File: config.mk
export PLATFORM = sky130hd
export DESIGN_NAME = phy_port_control_status_regs
export DESIGN_NICKNAME = d
export VERILOG_FILES = /design/src/phy_port_types_pkg.sv /design/src/phy_port_control_status_regs.sv
export VERILOG_INCLUDE_DIRS = /design/src
export SDC_FILE = /design/constraint.sdc
export NUM_CORES = 1
export LEC_CHECK = 0
export BUFFER_PORTS_ARGS = -buffer_cell sky130_fd_sc_hd__buf_2
export CORE_ASPECT_RATIO = 0.5
export CORE_UTILIZATION = 33
export DETAILED_ROUTE_END_ITERATION = 8
export GPL_ROUTABILITY_DRIVEN = 0
export SKIP_LAST_GASP = 1
export SYNTH_ARGS = -nofsm -noshare
export SYNTH_HDL_FRONTEND = slang
export SYNTH_SLANG_ARGS = --single-unit
File: constraint.sdc
create_clock -name clk -period 4 [get_ports clk]
set_input_delay 0.2 -clock clk [delete_from_list [all_inputs] [get_ports clk]]
set_output_delay 0.2 -clock clk [all_outputs]
set_load 0.01 [all_outputs]
File: src/phy_port_map.svh
// offsets, field positions, reset values for the port-2 phy control/status registers
`ifndef PHY_PORT_MAP_SVH
`define PHY_PORT_MAP_SVH
// ----------------------------------------
// register offsets
// ----------------------------------------
`define CABLE_DIAG_CTRL_OFS 8'h2a
`define CABLE_FAULT_DIST_LOW_OFS 8'h2b
`define PHY_NEG_CTRL_OFS 8'h2c
`define PHY_PORT_CTRL_OFS 8'h2d
`define PHY_LINK_STATE_OFS 8'h2e
// ----------------------------------------
// cable diagnostic control fields
// ----------------------------------------
`define DIAG_SHORT_BIT 7
`define DIAG_RESULT_HI 6
`define DIAG_RESULT_LO 5
`define DIAG_EN_BIT 4
`define DIAG_FORCE_LINK_BIT 3
`define DIAG_RSVD_BIT 2
`define DIAG_REMOTE_LB_BIT 1
`define DIAG_DIST_MSB_BIT 0
// ----------------------------------------
// negotiation control fields
// ----------------------------------------
`define NEG_AN_EN_BIT 7
`define NEG_SPEED_BIT 6
`define NEG_DUPLEX_BIT 5
`define NEG_STRAP_LO 5
`define NEG_ADV_HI 4
`define NEG_ADV_LO 0
// ----------------------------------------
// port control fields
// ----------------------------------------
`define PORT_LED_OFF_BIT 7
`define PORT_TXDIS_BIT 6
`define PORT_RESTART_BIT 5
`define PORT_FEF_DIS_BIT 4
`define PORT_PWRDN_BIT 3
`define PORT_MDIX_DIS_BIT 2
`define PORT_FORCE_MDI_BIT 1
`define PORT_LOOPBACK_BIT 0
// ----------------------------------------
// link state fields
// ----------------------------------------
`define STATE_MDI_BIT 7
`define STATE_AN_DONE_BIT 6
// ----------------------------------------
// reset values
// ----------------------------------------
`define NEG_CTRL_RST 8'hff
`define PORT_CTRL_RST 8'h00
`define DIAG_RSVD_RST 1'b1
`define FAULT_DIST_RST 9'h000
`define STRAP_DEFAULT 3'h7
`define STRAP_FILL_CYCLES 2'h2
`endif

File: src/phy_port_types_pkg.sv
// types shared by the port phy control/status register block
`default_nettype none
package phy_port_types_pkg;
  typedef enum logic [1:0] {
    CABLE_NORMAL = 2'b00,
    CABLE_OPEN = 2'b01,
    CABLE_SHORT = 2'b10,
    CABLE_TEST_FAILED = 2'b11
  } cable_result_t;
  typedef enum logic {
    DIAG_IDLE = 1'b0,
    DIAG_RUN = 1'b1
  } diag_state_t;
endpackage
`default_nettype wire

File: src/phy_port_control_status_regs.sv
// port-2 phy control and status registers with cable test sequencing and strap capture
`default_nettype none
`include "phy_port_map.svh"

//
// Contract
// - fault distance is 9 bits read-only: msb in diag reg bit 0, low byte separate
// - distance is about 0.4 m per count; the count resets to zero
// - negotiation bit 7 on enables negotiation; off uses bits 6 and 5
// - enable, speed and duplex reset from strap pins, nominal value one
// - with negotiation off, bit 6 forces 100 when 1, 10 when 0
// - bit 5 forces full/half duplex when negotiation off or failed
// - bits 4..0 advertise pause, 100 full/half, 10 full/half; all reset to one
// - led-off bit drives both port indicator pins high
// - port control bit 6 disables the transmitter
// - writing one to port control bit 5 restarts negotiation
// - port control bit 4 disables far-end fault detection and pattern sending
// - port control bit 2 disables automatic crossover
// - crossover off: bit 1 forces mdi when 1, mdi-x when 0
// - port control bit 0 loops port 1 traffic through port 2 pmd/pma
// - link state bit 6 reads one once negotiation completed, resets zero
// - software sets diag enable; device clears it when done; results then valid
// - cable outcome: 00 normal, 01 open, 10 short, 11 test failed
module phy_port_control_status_regs (
  // clock and reset
  input wire logic clk,
  input wire logic rst,
  // register port
  input wire logic [7:0] reg_addr,
  input wire logic reg_wr,
  input wire logic [7:0] reg_wdata,
  input wire logic reg_rd,
  output logic [7:0] reg_rdata,
  output logic reg_rvalid,
  // strap pins
  input wire logic strap_port2_negotiate,
  input wire logic strap_port2_speed,
  input wire logic strap_port2_duplex,
  // cable tester
  output logic cable_test_start,
  input wire logic cable_test_done,
  input wire logic [1:0] cable_test_result,
  input wire logic cable_test_short_10m,
  input wire logic [8:0] cable_test_distance,
  // negotiation engine
  output logic an_enable,
  output logic [4:0] an_advertise,
  output logic an_restart,
  input wire logic an_complete,
  input wire logic an_speed_100,
  input wire logic an_full_duplex,
  output logic link_speed_100,
  output logic link_full_duplex,
  // crossover
  output logic mdix_auto_disable,
  output logic force_mdi,
  input wire logic mdix_resolved_mdi,
  // port controls
  output logic tx_disable,
  output logic power_down,
  output logic far_end_fault_disable,
  output logic loopback,
  output logic remote_loopback,
  output logic force_link,
  // indicators, active-low pins
  input wire logic led_one_drive_n,
  input wire logic led_zero_drive_n,
  output logic port_indicator_pin_one,
  output logic port_indicator_pin_zero
);

  // ----------------------------------------
  // helpers
  // ----------------------------------------
  function automatic logic addr_hit(input logic [7:0] a, input logic [7:0] ofs);
    return a == ofs;
  endfunction

  // ----------------------------------------
  // storage
  // ----------------------------------------
  logic [7:0] neg_ctrl_ff;
  logic [7:0] port_ctrl_ff;
  logic diag_en_ff;
  logic force_link_ff;
  logic remote_lb_ff;
  phy_port_types_pkg::cable_result_t cable_result_ff;
  logic cable_short_ff;
  logic [8:0] fault_dist_ff;
  phy_port_types_pkg::diag_state_t diag_state_ff;
  phy_port_types_pkg::diag_state_t nxt_diag_state;
  logic test_start_ff;
  logic restart_ff;
  logic an_done_ff;
  logic mdi_state_ff;
  logic speed_ff;
  logic duplex_ff;
  logic led_one_ff;
  logic led_zero_ff;
  logic [7:0] rdata_ff;
  logic rvalid_ff;
  logic [2:0] strap_s1_ff;
  logic [2:0] strap_s2_ff;
  logic [2:0] strap_s3_ff;
  logic strap_taken_ff;
  logic [1:0] strap_fill_ff;

  // ----------------------------------------
  // write decode
  // ----------------------------------------
  wire wr_diag = reg_wr && addr_hit(reg_addr, `CABLE_DIAG_CTRL_OFS);
  wire wr_neg = reg_wr && addr_hit(reg_addr, `PHY_NEG_CTRL_OFS);
  wire wr_port = reg_wr && addr_hit(reg_addr, `PHY_PORT_CTRL_OFS);
  wire start_req = wr_diag && reg_wdata[`DIAG_EN_BIT];
  wire restart_req = wr_port && reg_wdata[`PORT_RESTART_BIT];
  // a change on the straps counts only once the last two stages agree
  wire strap_stable = strap_s2_ff == strap_s3_ff;
  // the reset fill of the stages is no pin level, so compare only once pins have reached stage 2
  wire strap_filled = strap_fill_ff == `STRAP_FILL_CYCLES;
  wire strap_load = strap_filled && !strap_taken_ff && strap_stable;

  // ----------------------------------------
  // strap capture
  // ----------------------------------------
  // async reset cannot load a pin level, so the straps are caught
  // in the first settled cycle after release instead
  always_ff @(posedge clk or posedge rst) begin
    if (rst) begin
      strap_s1_ff <= `STRAP_DEFAULT;
      strap_s2_ff <= `STRAP_DEFAULT;
      strap_s3_ff <= `STRAP_DEFAULT;
      strap_taken_ff <= 1'b0;
      strap_fill_ff <= 2'h0;
    end else begin
      strap_s1_ff <= {strap_port2_negotiate, strap_port2_speed, strap_port2_duplex};
      strap_s2_ff <= strap_s1_ff;
      strap_s3_ff <= strap_s2_ff;
      if (!strap_filled) begin
        strap_fill_ff <= strap_fill_ff + 2'h1;
      end
      if (strap_load) begin
        strap_taken_ff <= 1'b1;
      end
    end
  end

  // ----------------------------------------
  // negotiation control
  // ----------------------------------------
  // a software write in the capture cycle wins over the strap value
  always_ff @(posedge clk or posedge rst) begin
    if (rst) begin
      neg_ctrl_ff <= `NEG_CTRL_RST;
    end else if (wr_neg) begin
      neg_ctrl_ff <= reg_wdata;
    end else if (strap_load) begin
      neg_ctrl_ff[`NEG_AN_EN_BIT:`NEG_STRAP_LO] <= strap_s3_ff;
    end
  end

  // ----------------------------------------
  // port control
  // ----------------------------------------
  always_ff @(posedge clk or posedge rst) begin
    if (rst) begin
      port_ctrl_ff <= `PORT_CTRL_RST;
    end else if (wr_port) begin
      port_ctrl_ff <= reg_wdata;
    end
  end

  always_ff @(posedge clk or posedge rst) begin
    if (rst) begin
      restart_ff <= 1'b0;
    end else begin
      restart_ff <= restart_req;
    end
  end

  // ----------------------------------------
  // cable diagnostic sequencing
  // ----------------------------------------
  // a start is only taken while idle; a start bit written during a run is ignored
  always_comb begin
    nxt_diag_state = diag_state_ff;
    unique case (diag_state_ff)
      phy_port_types_pkg::DIAG_IDLE: begin
        if (start_req) begin
          nxt_diag_state = phy_port_types_pkg::DIAG_RUN;
        end
      end
      phy_port_types_pkg::DIAG_RUN: begin
        if (cable_test_done) begin
          nxt_diag_state = phy_port_types_pkg::DIAG_IDLE;
        end
      end
    endcase
  end

  wire diag_launch = diag_state_ff == phy_port_types_pkg::DIAG_IDLE && start_req;
  wire diag_finish = diag_state_ff == phy_port_types_pkg::DIAG_RUN && cable_test_done;

  always_ff @(posedge clk or posedge rst) begin
    if (rst) begin
      diag_state_ff <= phy_port_types_pkg::DIAG_IDLE;
      diag_en_ff <= 1'b0;
      test_start_ff <= 1'b0;
    end else begin
      diag_state_ff <= nxt_diag_state;
      test_start_ff <= diag_launch;
      if (diag_launch) begin
        diag_en_ff <= 1'b1;
      end else if (diag_finish) begin
        diag_en_ff <= 1'b0;
      end
    end
  end

  // results change only at the end of a run, so a zero enable bit
  // always pairs with a settled result
  always_ff @(posedge clk or posedge rst) begin
    if (rst) begin
      cable_result_ff <= phy_port_types_pkg::CABLE_NORMAL;
      cable_short_ff <= 1'b0;
      fault_dist_ff <= `FAULT_DIST_RST;
    end else if (diag_finish) begin
      cable_result_ff <= phy_port_types_pkg::cable_result_t'(cable_test_result);
      cable_short_ff <= cable_test_short_10m;
      fault_dist_ff <= cable_test_distance;
    end
  end

  always_ff @(posedge clk or posedge rst) begin
    if (rst) begin
      force_link_ff <= 1'b0;
      remote_lb_ff <= 1'b0;
    end else if (wr_diag) begin
      force_link_ff <= reg_wdata[`DIAG_FORCE_LINK_BIT];
      remote_lb_ff <= reg_wdata[`DIAG_REMOTE_LB_BIT];
    end
  end

  // ----------------------------------------
  // link resolution
  // ----------------------------------------
  wire an_on = neg_ctrl_ff[`NEG_AN_EN_BIT];
  // negotiated speed comes from the engine, forced speed from bit 6
  wire nxt_speed = an_on ? an_speed_100 : neg_ctrl_ff[`NEG_SPEED_BIT];
  // an unfinished negotiation falls back to the forced duplex
  wire nxt_duplex = (an_on && an_complete) ? an_full_duplex
                                           : neg_ctrl_ff[`NEG_DUPLEX_BIT];
  wire nxt_mdi = port_ctrl_ff[`PORT_MDIX_DIS_BIT] ? port_ctrl_ff[`PORT_FORCE_MDI_BIT]
                                                  : mdix_resolved_mdi;

  always_ff @(posedge clk or posedge rst) begin
    if (rst) begin
      speed_ff <= 1'b0;
      duplex_ff <= 1'b0;
      an_done_ff <= 1'b0;
      mdi_state_ff <= 1'b0;
    end else begin
      speed_ff <= nxt_speed;
      duplex_ff <= nxt_duplex;
      an_done_ff <= an_on && an_complete;
      mdi_state_ff <= nxt_mdi;
    end
  end

  // ----------------------------------------
  // indicators
  // ----------------------------------------
  always_ff @(posedge clk or posedge rst) begin
    if (rst) begin
      led_one_ff <= 1'b1;
      led_zero_ff <= 1'b1;
    end else begin
      led_one_ff <= port_ctrl_ff[`PORT_LED_OFF_BIT] | led_one_drive_n;
      led_zero_ff <= port_ctrl_ff[`PORT_LED_OFF_BIT] | led_zero_drive_n;
    end
  end

  // ----------------------------------------
  // read path
  // ----------------------------------------
  wire [7:0] diag_word = {cable_short_ff, cable_result_ff, diag_en_ff, force_link_ff,
                          `DIAG_RSVD_RST, remote_lb_ff, fault_dist_ff[8]};
  wire [7:0] state_word = {mdi_state_ff, an_done_ff, 6'h00};
  wire [7:0] rd_mux =
    addr_hit(reg_addr, `CABLE_DIAG_CTRL_OFS) ? diag_word :
    addr_hit(reg_addr, `CABLE_FAULT_DIST_LOW_OFS) ? fault_dist_ff[7:0] :
    addr_hit(reg_addr, `PHY_NEG_CTRL_OFS) ? neg_ctrl_ff :
    addr_hit(reg_addr, `PHY_PORT_CTRL_OFS) ? port_ctrl_ff :
    addr_hit(reg_addr, `PHY_LINK_STATE_OFS) ? state_word : 8'h00;

  always_ff @(posedge clk or posedge rst) begin
    if (rst) begin
      rdata_ff <= 8'h00;
      rvalid_ff <= 1'b0;
    end else begin
      rvalid_ff <= reg_rd;
      if (reg_rd) begin
        rdata_ff <= rd_mux;
      end
    end
  end

  // ----------------------------------------
  // outputs, all straight from flops
  // ----------------------------------------
  assign reg_rdata = rdata_ff;
  assign reg_rvalid = rvalid_ff;
  assign cable_test_start = test_start_ff;
  assign an_enable = neg_ctrl_ff[`NEG_AN_EN_BIT];
  assign an_advertise = neg_ctrl_ff[`NEG_ADV_HI:`NEG_ADV_LO];
  assign an_restart = restart_ff;
  assign link_speed_100 = speed_ff;
  assign link_full_duplex = duplex_ff;
  assign mdix_auto_disable = port_ctrl_ff[`PORT_MDIX_DIS_BIT];
  assign force_mdi = port_ctrl_ff[`PORT_FORCE_MDI_BIT];
  assign tx_disable = port_ctrl_ff[`PORT_TXDIS_BIT];
  assign power_down = port_ctrl_ff[`PORT_PWRDN_BIT];
  assign far_end_fault_disable = port_ctrl_ff[`PORT_FEF_DIS_BIT];
  assign loopback = port_ctrl_ff[`PORT_LOOPBACK_BIT];
  assign remote_loopback = remote_lb_ff;
  assign force_link = force_link_ff;
  assign port_indicator_pin_one = led_one_ff;
  assign port_indicator_pin_zero = led_zero_ff;

endmodule // phy_port_control_status_regs
`default_nettype wire

-- After elaboration in Yosys (flattened, before gate mapping)
Index checks and enable logic that the tools add are counted.
- register bits after elaboration: 61
- add/subtract/negate cells: 1
- equality and inequality tests: 7
- muxes and demuxes: 15
- bitwise logic cells: 3
- reduce and logical (&&, ||, !) cells: 13
- operator list (kind ; count):
    $eq 8x6->1 const B ; 5
    $mux 8 ; 5
    $logic_and 1x1->1 ; 10
    $mux 1 ; 7
    $mux 3 ; 2
    $reduce_bool 2->1 ; 2
    $eq 3x3->1 ; 1
    $add 2x1->2 const B ; 1
    $eq 2x2->1 const B ; 1
    $or 1x1->1 ; 2
    $pmux 1 s2 ; 1
    $logic_not 1->1 ; 1
    $not 1->1 ; 1

-- Longest topological paths before layout
Gate-level depths: netlist of the first run.
- depth after elaboration: 6
- gate-level depth with buffers: 6

-- Worst setup path after synthesis of the first run
OpenSTA, ideal clock, no wires.
- path kind: reg2reg
- start point: reg strap_fill_ff[0]
- end point: reg neg_ctrl_ff[5]
- library setup time: 0.085 ns
- arrival time: 1.648 ns
- required time: 3.915 ns
- path slack: 2.267 ns
- cell stages (with the launch flop): 7
- path buffers: 0
- period minus slack after synthesis: 1.733 ns
- path through: dfrtp_1 -> inv_1 -> ha_1 -> nand2b_1 -> nor4_2 -> mux2_1 -> mux2_1
- cells in the longest elaborated chain, start to end: 4
- RTL lines (what ; RTL line ; source):
    start, declared ; phy_port_control_status_regs.sv:106 ; logic [1:0] strap_fill_ff;
    start signal, assigned ; phy_port_control_status_regs.sv:139 ; strap_fill_ff <= strap_fill_ff + 2'h1;
    $eq 2x2->1 (no source line) ; - ;
    $logic_and 1x1->1 (2 in series) ; phy_port_control_status_regs.sv:120 ; wire strap_load = strap_filled && !strap_taken_ff && strap_stable;
    $reduce_bool 2->1 (no source line) ; - ;
    end signal, assigned ; phy_port_control_status_regs.sv:153 ; neg_ctrl_ff <= `NEG_CTRL_RST;
    end signal, assigned ; phy_port_control_status_regs.sv:155 ; neg_ctrl_ff <= reg_wdata;
    end signal, assigned by index ; phy_port_control_status_regs.sv:157 ; neg_ctrl_ff[`NEG_AN_EN_BIT:`NEG_STRAP_LO] <= strap_s3_ff;
    end, declared ; phy_port_control_status_regs.sv:82 ; logic [7:0] neg_ctrl_ff;
No other way between the ends.
A chain may end at the register's enable or synchronous reset.

-- Worst setup path in the final report of the first run
Ends and elaborated chain as after synthesis.

==> results.yml, run 1 <==
clock_network:
  cts_buffers: 9
  htree_levels: 3
  cts_root_buf: "clkbuf_16"
  clk_latency_ns: 0.33
  clk_pin_slew_ns: 0.05
  clock-sinks: 61
  post_cts_resized: 0
  cts_tree: "yes"
  clockBufferDepth: 2
sta:
  final.setup.tns_ns: 0
  tightest_slew_ns: 0.761
  setup_viol_count_final: 0
  slew_viol_final: 0
  finalHoldViolCount: 0
  fmax_mhz: 540
  fin_worst_skew_ns: 0.00473
  rsz0062_at_grt: "no"
  fin_ws_ns: 2.15
  layout_min_cycle_time_ns: 1.85
  finalCritPeriodShare_pct: 46.3
  timing.slew.headroom_pct: 49.2
finish:
  syn_to_final_growth_pct: 26.9
  nNetsFinal: 312
  final_cells: 382
  antenna_cells: 0
  drive_gt1_share_pct: 46.4
  nFillCells: 717
run:
  max_cap_violations: 0
critical_path:
  crit_fanout: 4
  r2r_start: "strap_fill_ff[0]"
  path_cells: "inv_1 > ha_1 > nand2b_1 > nor4_2 > mux2_1 > mux2_1"
  required_ns: 4.25
  cp-start-kind: "register"
  crit_type: "register to register"
  critical_path.startpoint: "strap_fill_ff[0]"
  crit_path_end_kind: "register"
  max_stage_delay_ns: 0.38
  cpMaxStageDelayCell: "dfrtp_1"
  cp.arrival_ns: 2.10
  crit_path_frequent_cell: "mux2_1"
global_route:
  grt-ovfl-total: 0
  grt_max_degree: 62
  antenna_found_initial: 0
  grt_pass1_wl_mm: 9.07
  grt_use_total_pct: 15.0
  grt_pass1_vias: 1774
power_and_ir_drop:
  ir_drop_uv: 218
  p_per_area_nw_per_um2: 475
  p_leak_nw: 1.67
routing:
  routed_via_density: 4.60
  vias: 1758
  drc: 0
  routedWlPerCell_um: 14.4
  finalWirelength_mm: 5.49
  antenna_left: 0
  first_pass_iters: 4
  drt_iter0_markers: 101
status:
  outcome: "finished, final reports clean"
floorplanning:
  die-width_um: 129
  ioPinCount: 71
  core_um2: 7570
  die_y_um: 65.5
  start_util_pct: 35.1
  dieArea_um2: 8440
  row_count: 22
synthesis:
  synth.net_count: 240
  synth_seq_cells: 61
  synth_top_area_cell: "dfrtp_1"
  seq_area_frac_synth_pct: 58.3
  synth_cell_types: 37
  synth_area_leaders: "dfrtp_1 (40%), dfstp_2 (19%), mux2_1 (8.9%)"
  syn_area_per_cell_um2: 13.5
  yosys_warnings: 0
  syn_area_um2: 2660
  yosysTopAreaCellShare_pct: 39.5
  syn_inst: 197
placed_design:
  place_ws_ns: 2.13
  hpwl_mm: 3.91
  io_buffers: 70
  dp_cells: 363
min_path:
  worstHoldStart: "led_zero_drive_n"
  hp-class: "input port to register"
kinds of logic after synthesis:
| logic type | Yosys count | synth area share [%] |
|---|---|---|
| buf+inv | 26 | 4.94 |
| compound gates | 28 | 6.87 |
| xor+xnor | 4 | 1.32 |
| mux | 44 | 18.3 |
| simple gates | 33 | 9.84 |
| flops | 61 | 58.3 |
| fa+ha+maj | 1 | 0.471 |
critical path: cells and delay by family (launching register included):
kind	cells	cell delay [ns]
flip-flops	1	0.38
adder cells (fa/ha/maj)	1	0.21
multiplexers	2	0.66
buffers and inverters	1	0.06
AND/OR/NAND/NOR	2	0.47
cell usage after synthesis, drive strengths merged:
library cell and number:
nor4b 1, o21a 1, xor2 3, mux2i 8
o32ai 2, nand3b 3, o22ai 6, dfrtp 42
nand2 4, dfstp 19, and4 1, inv 13
o21ai 8, mux2 36, o22a 1, nor3 1
nor4bb 1, nand2b 3, nor4 1, or2 3
and4bb 1, a21o 1, and4b 1, clkbuf 2
a21oi 4, buf 11, and2 1, o2111ai 5
ha 1, xnor2 1, nor2 2, nand3 1
nor2b 7, and3 2
final cells by class:
cell class,count,area [um^2],share of cell area (%)
flip-flops and latches,61,1550,46.0
clock buffers,14,264,7.83
inverters,13,48.8,1.45
repair buffers,74,388,11.5
well taps,108,135,4.01
multi-input cells,110,977,29.0
clock inverters,2,10.0,0.297
placed cells by master (no fill, tap or decap), drive strengths merged, types with 5 or more instances in the layout:
| cell | n |
|---|---|
| o2111ai | 5 |
| mux2 | 36 |
| mux2i | 8 |
| nor2b | 7 |
| dfrtp | 42 |
| inv | 13 |
| o21ai | 8 |
| o22ai | 6 |
| buf | 71 |
| clkbuf | 14 |
| dfstp | 19 |
sequential cells by signal (all words and copies together), names as in the netlist, 2 cells and up:
register,count
strap_s3_ff,3
strap_s2_ff,3
cable_result_ff,2
neg_ctrl_ff,8
fault_dist_ff,9
reg_rdata,8
strap_s1_ff,3
strap_fill_ff,2
port_ctrl_ff,8
metal layers:
metal  GRT usage (%)  vias to the layer above  share of wire (%)
met1            18.3                      879                 46
li1                -                      836                  -
met2            23.4                       32                 47
met3            6.51                       11                5.6
met4            6.18                        0                1.9
met5               0                        -                  0
final timing paths:
path | endpoint | slack (ns) | depth (start not counted)
setup / recovery | neg_ctrl_ff[5] | 2.15 | 6
hold / removal | port_indicator_pin_zero | 0.06 | 2
setup reg to reg | neg_ctrl_ff[5] | 2.15 | 6
hold reg to reg | strap_s2_ff[1] | 0.36 | 0
max in group asynchronous | strap_fill_ff[1] | 3.41 | 3
min in group asynchronous | reg_rvalid | 0.08 | 3
stage by stage:
| stage | util, % | total power [mW] | instance area (um^2) | hold slack [ns] |
|---|---|---|---|---|
| finish | 44.6 | 1.60 | 3370 | 0.0599 |
| detailed placement | 40.5 | 0.908 | 3070 | 0.307 |
| floorplan | - | 0.829 | 2660 | 0.204 |
| CTS | 44.6 | 1.63 | 3370 | 0.0512 |
| global route | 44.6 | 1.68 | 3370 | 0.0545 |
| global placement | 40.5 | 0.905 | 3070 | 0.306 |
what timing repair did:
action                                 CTS  global route
buffers inserted                         0             0
hold buffers                             3             0
endpoints found under the hold margin    3             0
power breakdown:
group / internal [mW] / total, mW / switching, mW / leakage (nW)
Sequential: 0.687 / 0.721 / 0.0344 / 0.764
Clock: 0.450 / 0.705 / 0.255 / 0.137
Combinational: 0.0911 / 0.176 / 0.0853 / 0.764
(Power assumes the default switching activity.)
==> run 2, diff against run 1 <==
ABC_AREA = 1   (was not set)
clock period = 1.8 ns   (was 4 ns; I/O delays follow)
==> results.yml, run 2 <==
critical_path:
  r2r-end: "neg_ctrl_ff[7]"
  r2r_cells: 6
  required_ns: 2.06
  cp.arrival_ns: 1.62
  path_cells: "inv_1 > ha_1 > nand3_1 > nor3_1 > nand3_1 > nand3_1"
  cp-start-kind: "register"
  r2r_start: "strap_fill_ff[0]"
  crit_path_frequent_cell: "nand3_1"
  crit_type: "register to register"
  crit_path_end_kind: "register"
  cpMaxStageDelayCell: "dfrtp_1"
  max_stage_delay_ns: 0.38
  rrSetupSlack_ns: 0.44
  crit_fanout: 4
finish:
  largest_reg_flops: 9
  layout_common_cells: "nand2_1 (110), buf_2 (70), dfrtp_1 (42)"
  drive_gt1_share_pct: 30.3
  mostFrequentLayoutCell: "nand2_1"
  antenna_cells: 0
  nFillCells: 758
  seq_area_um2: 1550
  final_cells: 521
  final_util_pct: 48.8
  top_register: "fault_dist_ff"
  syn_to_final_growth_pct: 37.4
  multi_input_area_um2: 952
  postLayoutCellArea_um2: 3720
  nNetsFinal: 451
synthesis:
  synth_cell_types: 28
  syn_area_um2: 2710
  yosysTopAreaCellShare_pct: 38.8
  async_flop_share_pct: 100
  synth_area_leaders: "dfrtp_1 (39%), dfstp_2 (18%), nand2_1 (15%)"
  ys_top_cells_by_count: "nand2_1 (110), dfrtp_1 (42), nand3_1 (32), inv_1 (29), dfstp_2 (19)"
  syn_area_per_cell_um2: 8.82
  syn_inst: 307
  seq_area_frac_synth_pct: 57.2
  synth_edf_count: 0
  yosysMostFrequentCell: "nand2_1"
  synth.net_count: 350
  synth_seq_cells: 61
  synth_ff_type: "dfrtp_1"
  yosys_warnings: 0
  synth_top_area_cell: "dfrtp_1"
clock_network:
  clk_latency_ns: 0.32
  cts_tree: "yes"
  postCtsSetupBuffers: 0
  cts_buffers: 9
  clock-sinks: 61
  htree_levels: 3
  clk_pin_slew_ns: 0.05
  clockBufferDepth: 2
  post_cts_resized: 0
  cts_root_buf: "clkbuf_16"
sta:
  fin_worst_skew_ns: 0.00787
  whs_ns: 0.0183
  final.setup.tns_ns: 0
  layout_min_cycle_time_ns: 1.36
  timing.slew.headroom_pct: 75.5
  finalHoldViolCount: 0
  rsz0062_at_grt: "no"
  fmax_mhz: 735
  setup_viol_count_final: 0
  tightest_slew_ns: 0.367
  fin_ws_ns: 0.439
  slew_viol_final: 0
  finalCritPeriodShare_pct: 75.6
routing:
  m1WireLength_mm: 3.03
  first_pass_iters: 4
  antenna_left: 0
  drc: 0
  wl_met2_mm: 2.98
  finalWirelength_mm: 6.42
  vias: 2308
  drt_iter0_markers: 87
  topRoutingLayerUsed: "met4"
  dr_wl_met3_um: 332
  routed_via_density: 4.43
  routedWlPerCell_um: 12.3
power_and_ir_drop:
  p_leak_nw: 1.97
  p_per_area_nw_per_um2: 977
  power_mw: 3.64
  ir_drop_uv: 567
global_route:
  antenna_found_initial: 0
  grt_use_total_pct: 17.1
  grt_pass1_vias: 2308
  grt_pass1_wl_mm: 10.9
  grt_max_degree: 62
  grt-ovfl-total: 0
min_path:
  hold_path_depth: 3
  min_to: "neg_ctrl_ff[3]"
  hp-class: "input port to register"
  worstHoldStart: "reg_wdata[3]"
placed_design:
  dp_cells: 477
  place_ws_ns: 0.456
  placed_area_um2: 3160
  hpwl_mm: 4.52
  io_buffers: 70
floorplanning:
  start_util_pct: 35.5
  ioPinCount: 71
  dieArea_um2: 8600
  core_um2: 7620
  row_count: 22
  die_y_um: 66.1
  die-width_um: 130
status:
  outcome: "finished, final reports clean"
run:
  max_cap_violations: 0
## run 2: cell count changes after synthesis, moves of 11 or more
cell,delta
mux2_1,-21
nand4_1,+11
mux2_2,-14
inv_1,+16
nand3_1,+31
nand2_1,+107
## run 2: worst max path at each step
stage | startpoint | end | slack (ns) | cells after the start
global route | strap_fill_ff[0] | neg_ctrl_ff[5] | 0.21 | 6
finish | strap_fill_ff[0] | neg_ctrl_ff[7] | 0.44 | 6
global placement | strap_fill_ff[0] | neg_ctrl_ff[6] | 0.48 | 6
detailed placement | strap_fill_ff[0] | neg_ctrl_ff[7] | 0.46 | 6
CTS | strap_fill_ff[0] | neg_ctrl_ff[7] | 0.44 | 6
floorplan | rst | an_done_ff | 0.23 | 1
## run 2: cell families after synthesis
kind of cell               share of synthesized area (%)
AOI/OAI and AO/OA                                   3.79
and+or+nand+nor                                     29.8
adders and majority gates                          0.462
xor gates and xnor gates                           0.647
buffers and inverters                               7.62
DFF                                                 57.2
muxes                                              0.416
## run 2: worst max-delay path: cells and delay by family, from the launching register on
kind,cells,cell delay [ns]
buffers and inverters,1,0.06
AND/OR/NAND/NOR,4,0.66
adder cells (fa/ha/maj),1,0.21
flip-flops,1,0.38
## run 2: layout make-up
cell class              count  share of cell area [%]
clock buffers              15                    7.46
well taps                 108                    3.63
multi-input cells         201                    25.6
flip-flops and latches     61                    41.7
clock inverters             1                   0.134
repair buffers            103                    18.3
inverters                  32                    3.23
## run 2: what timing repair did
item / in CTS / in global routing
hold buffers: 28 / 0
endpoints found under the hold margin: 72 / 0
setup endpoints to repair: 0 / 0
## run 2: power breakdown
group | leakage [nW] | internal, mW | total, mW | switching [mW]
registers | 0.752 | 1.54 | 1.63 | 0.0896
clock network | 0.140 | 1.04 | 1.60 | 0.560
logic | 1.08 | 0.186 | 0.406 | 0.220
## run 2: per-layer routing
layer / vias to the layer above / global-route usage [%]
met4: 0 / 7.41
met3: 9 / 4.94
met1: 1073 / 22.2
li1: 1174 / -
met2: 52 / 26.7
met5: - / 0
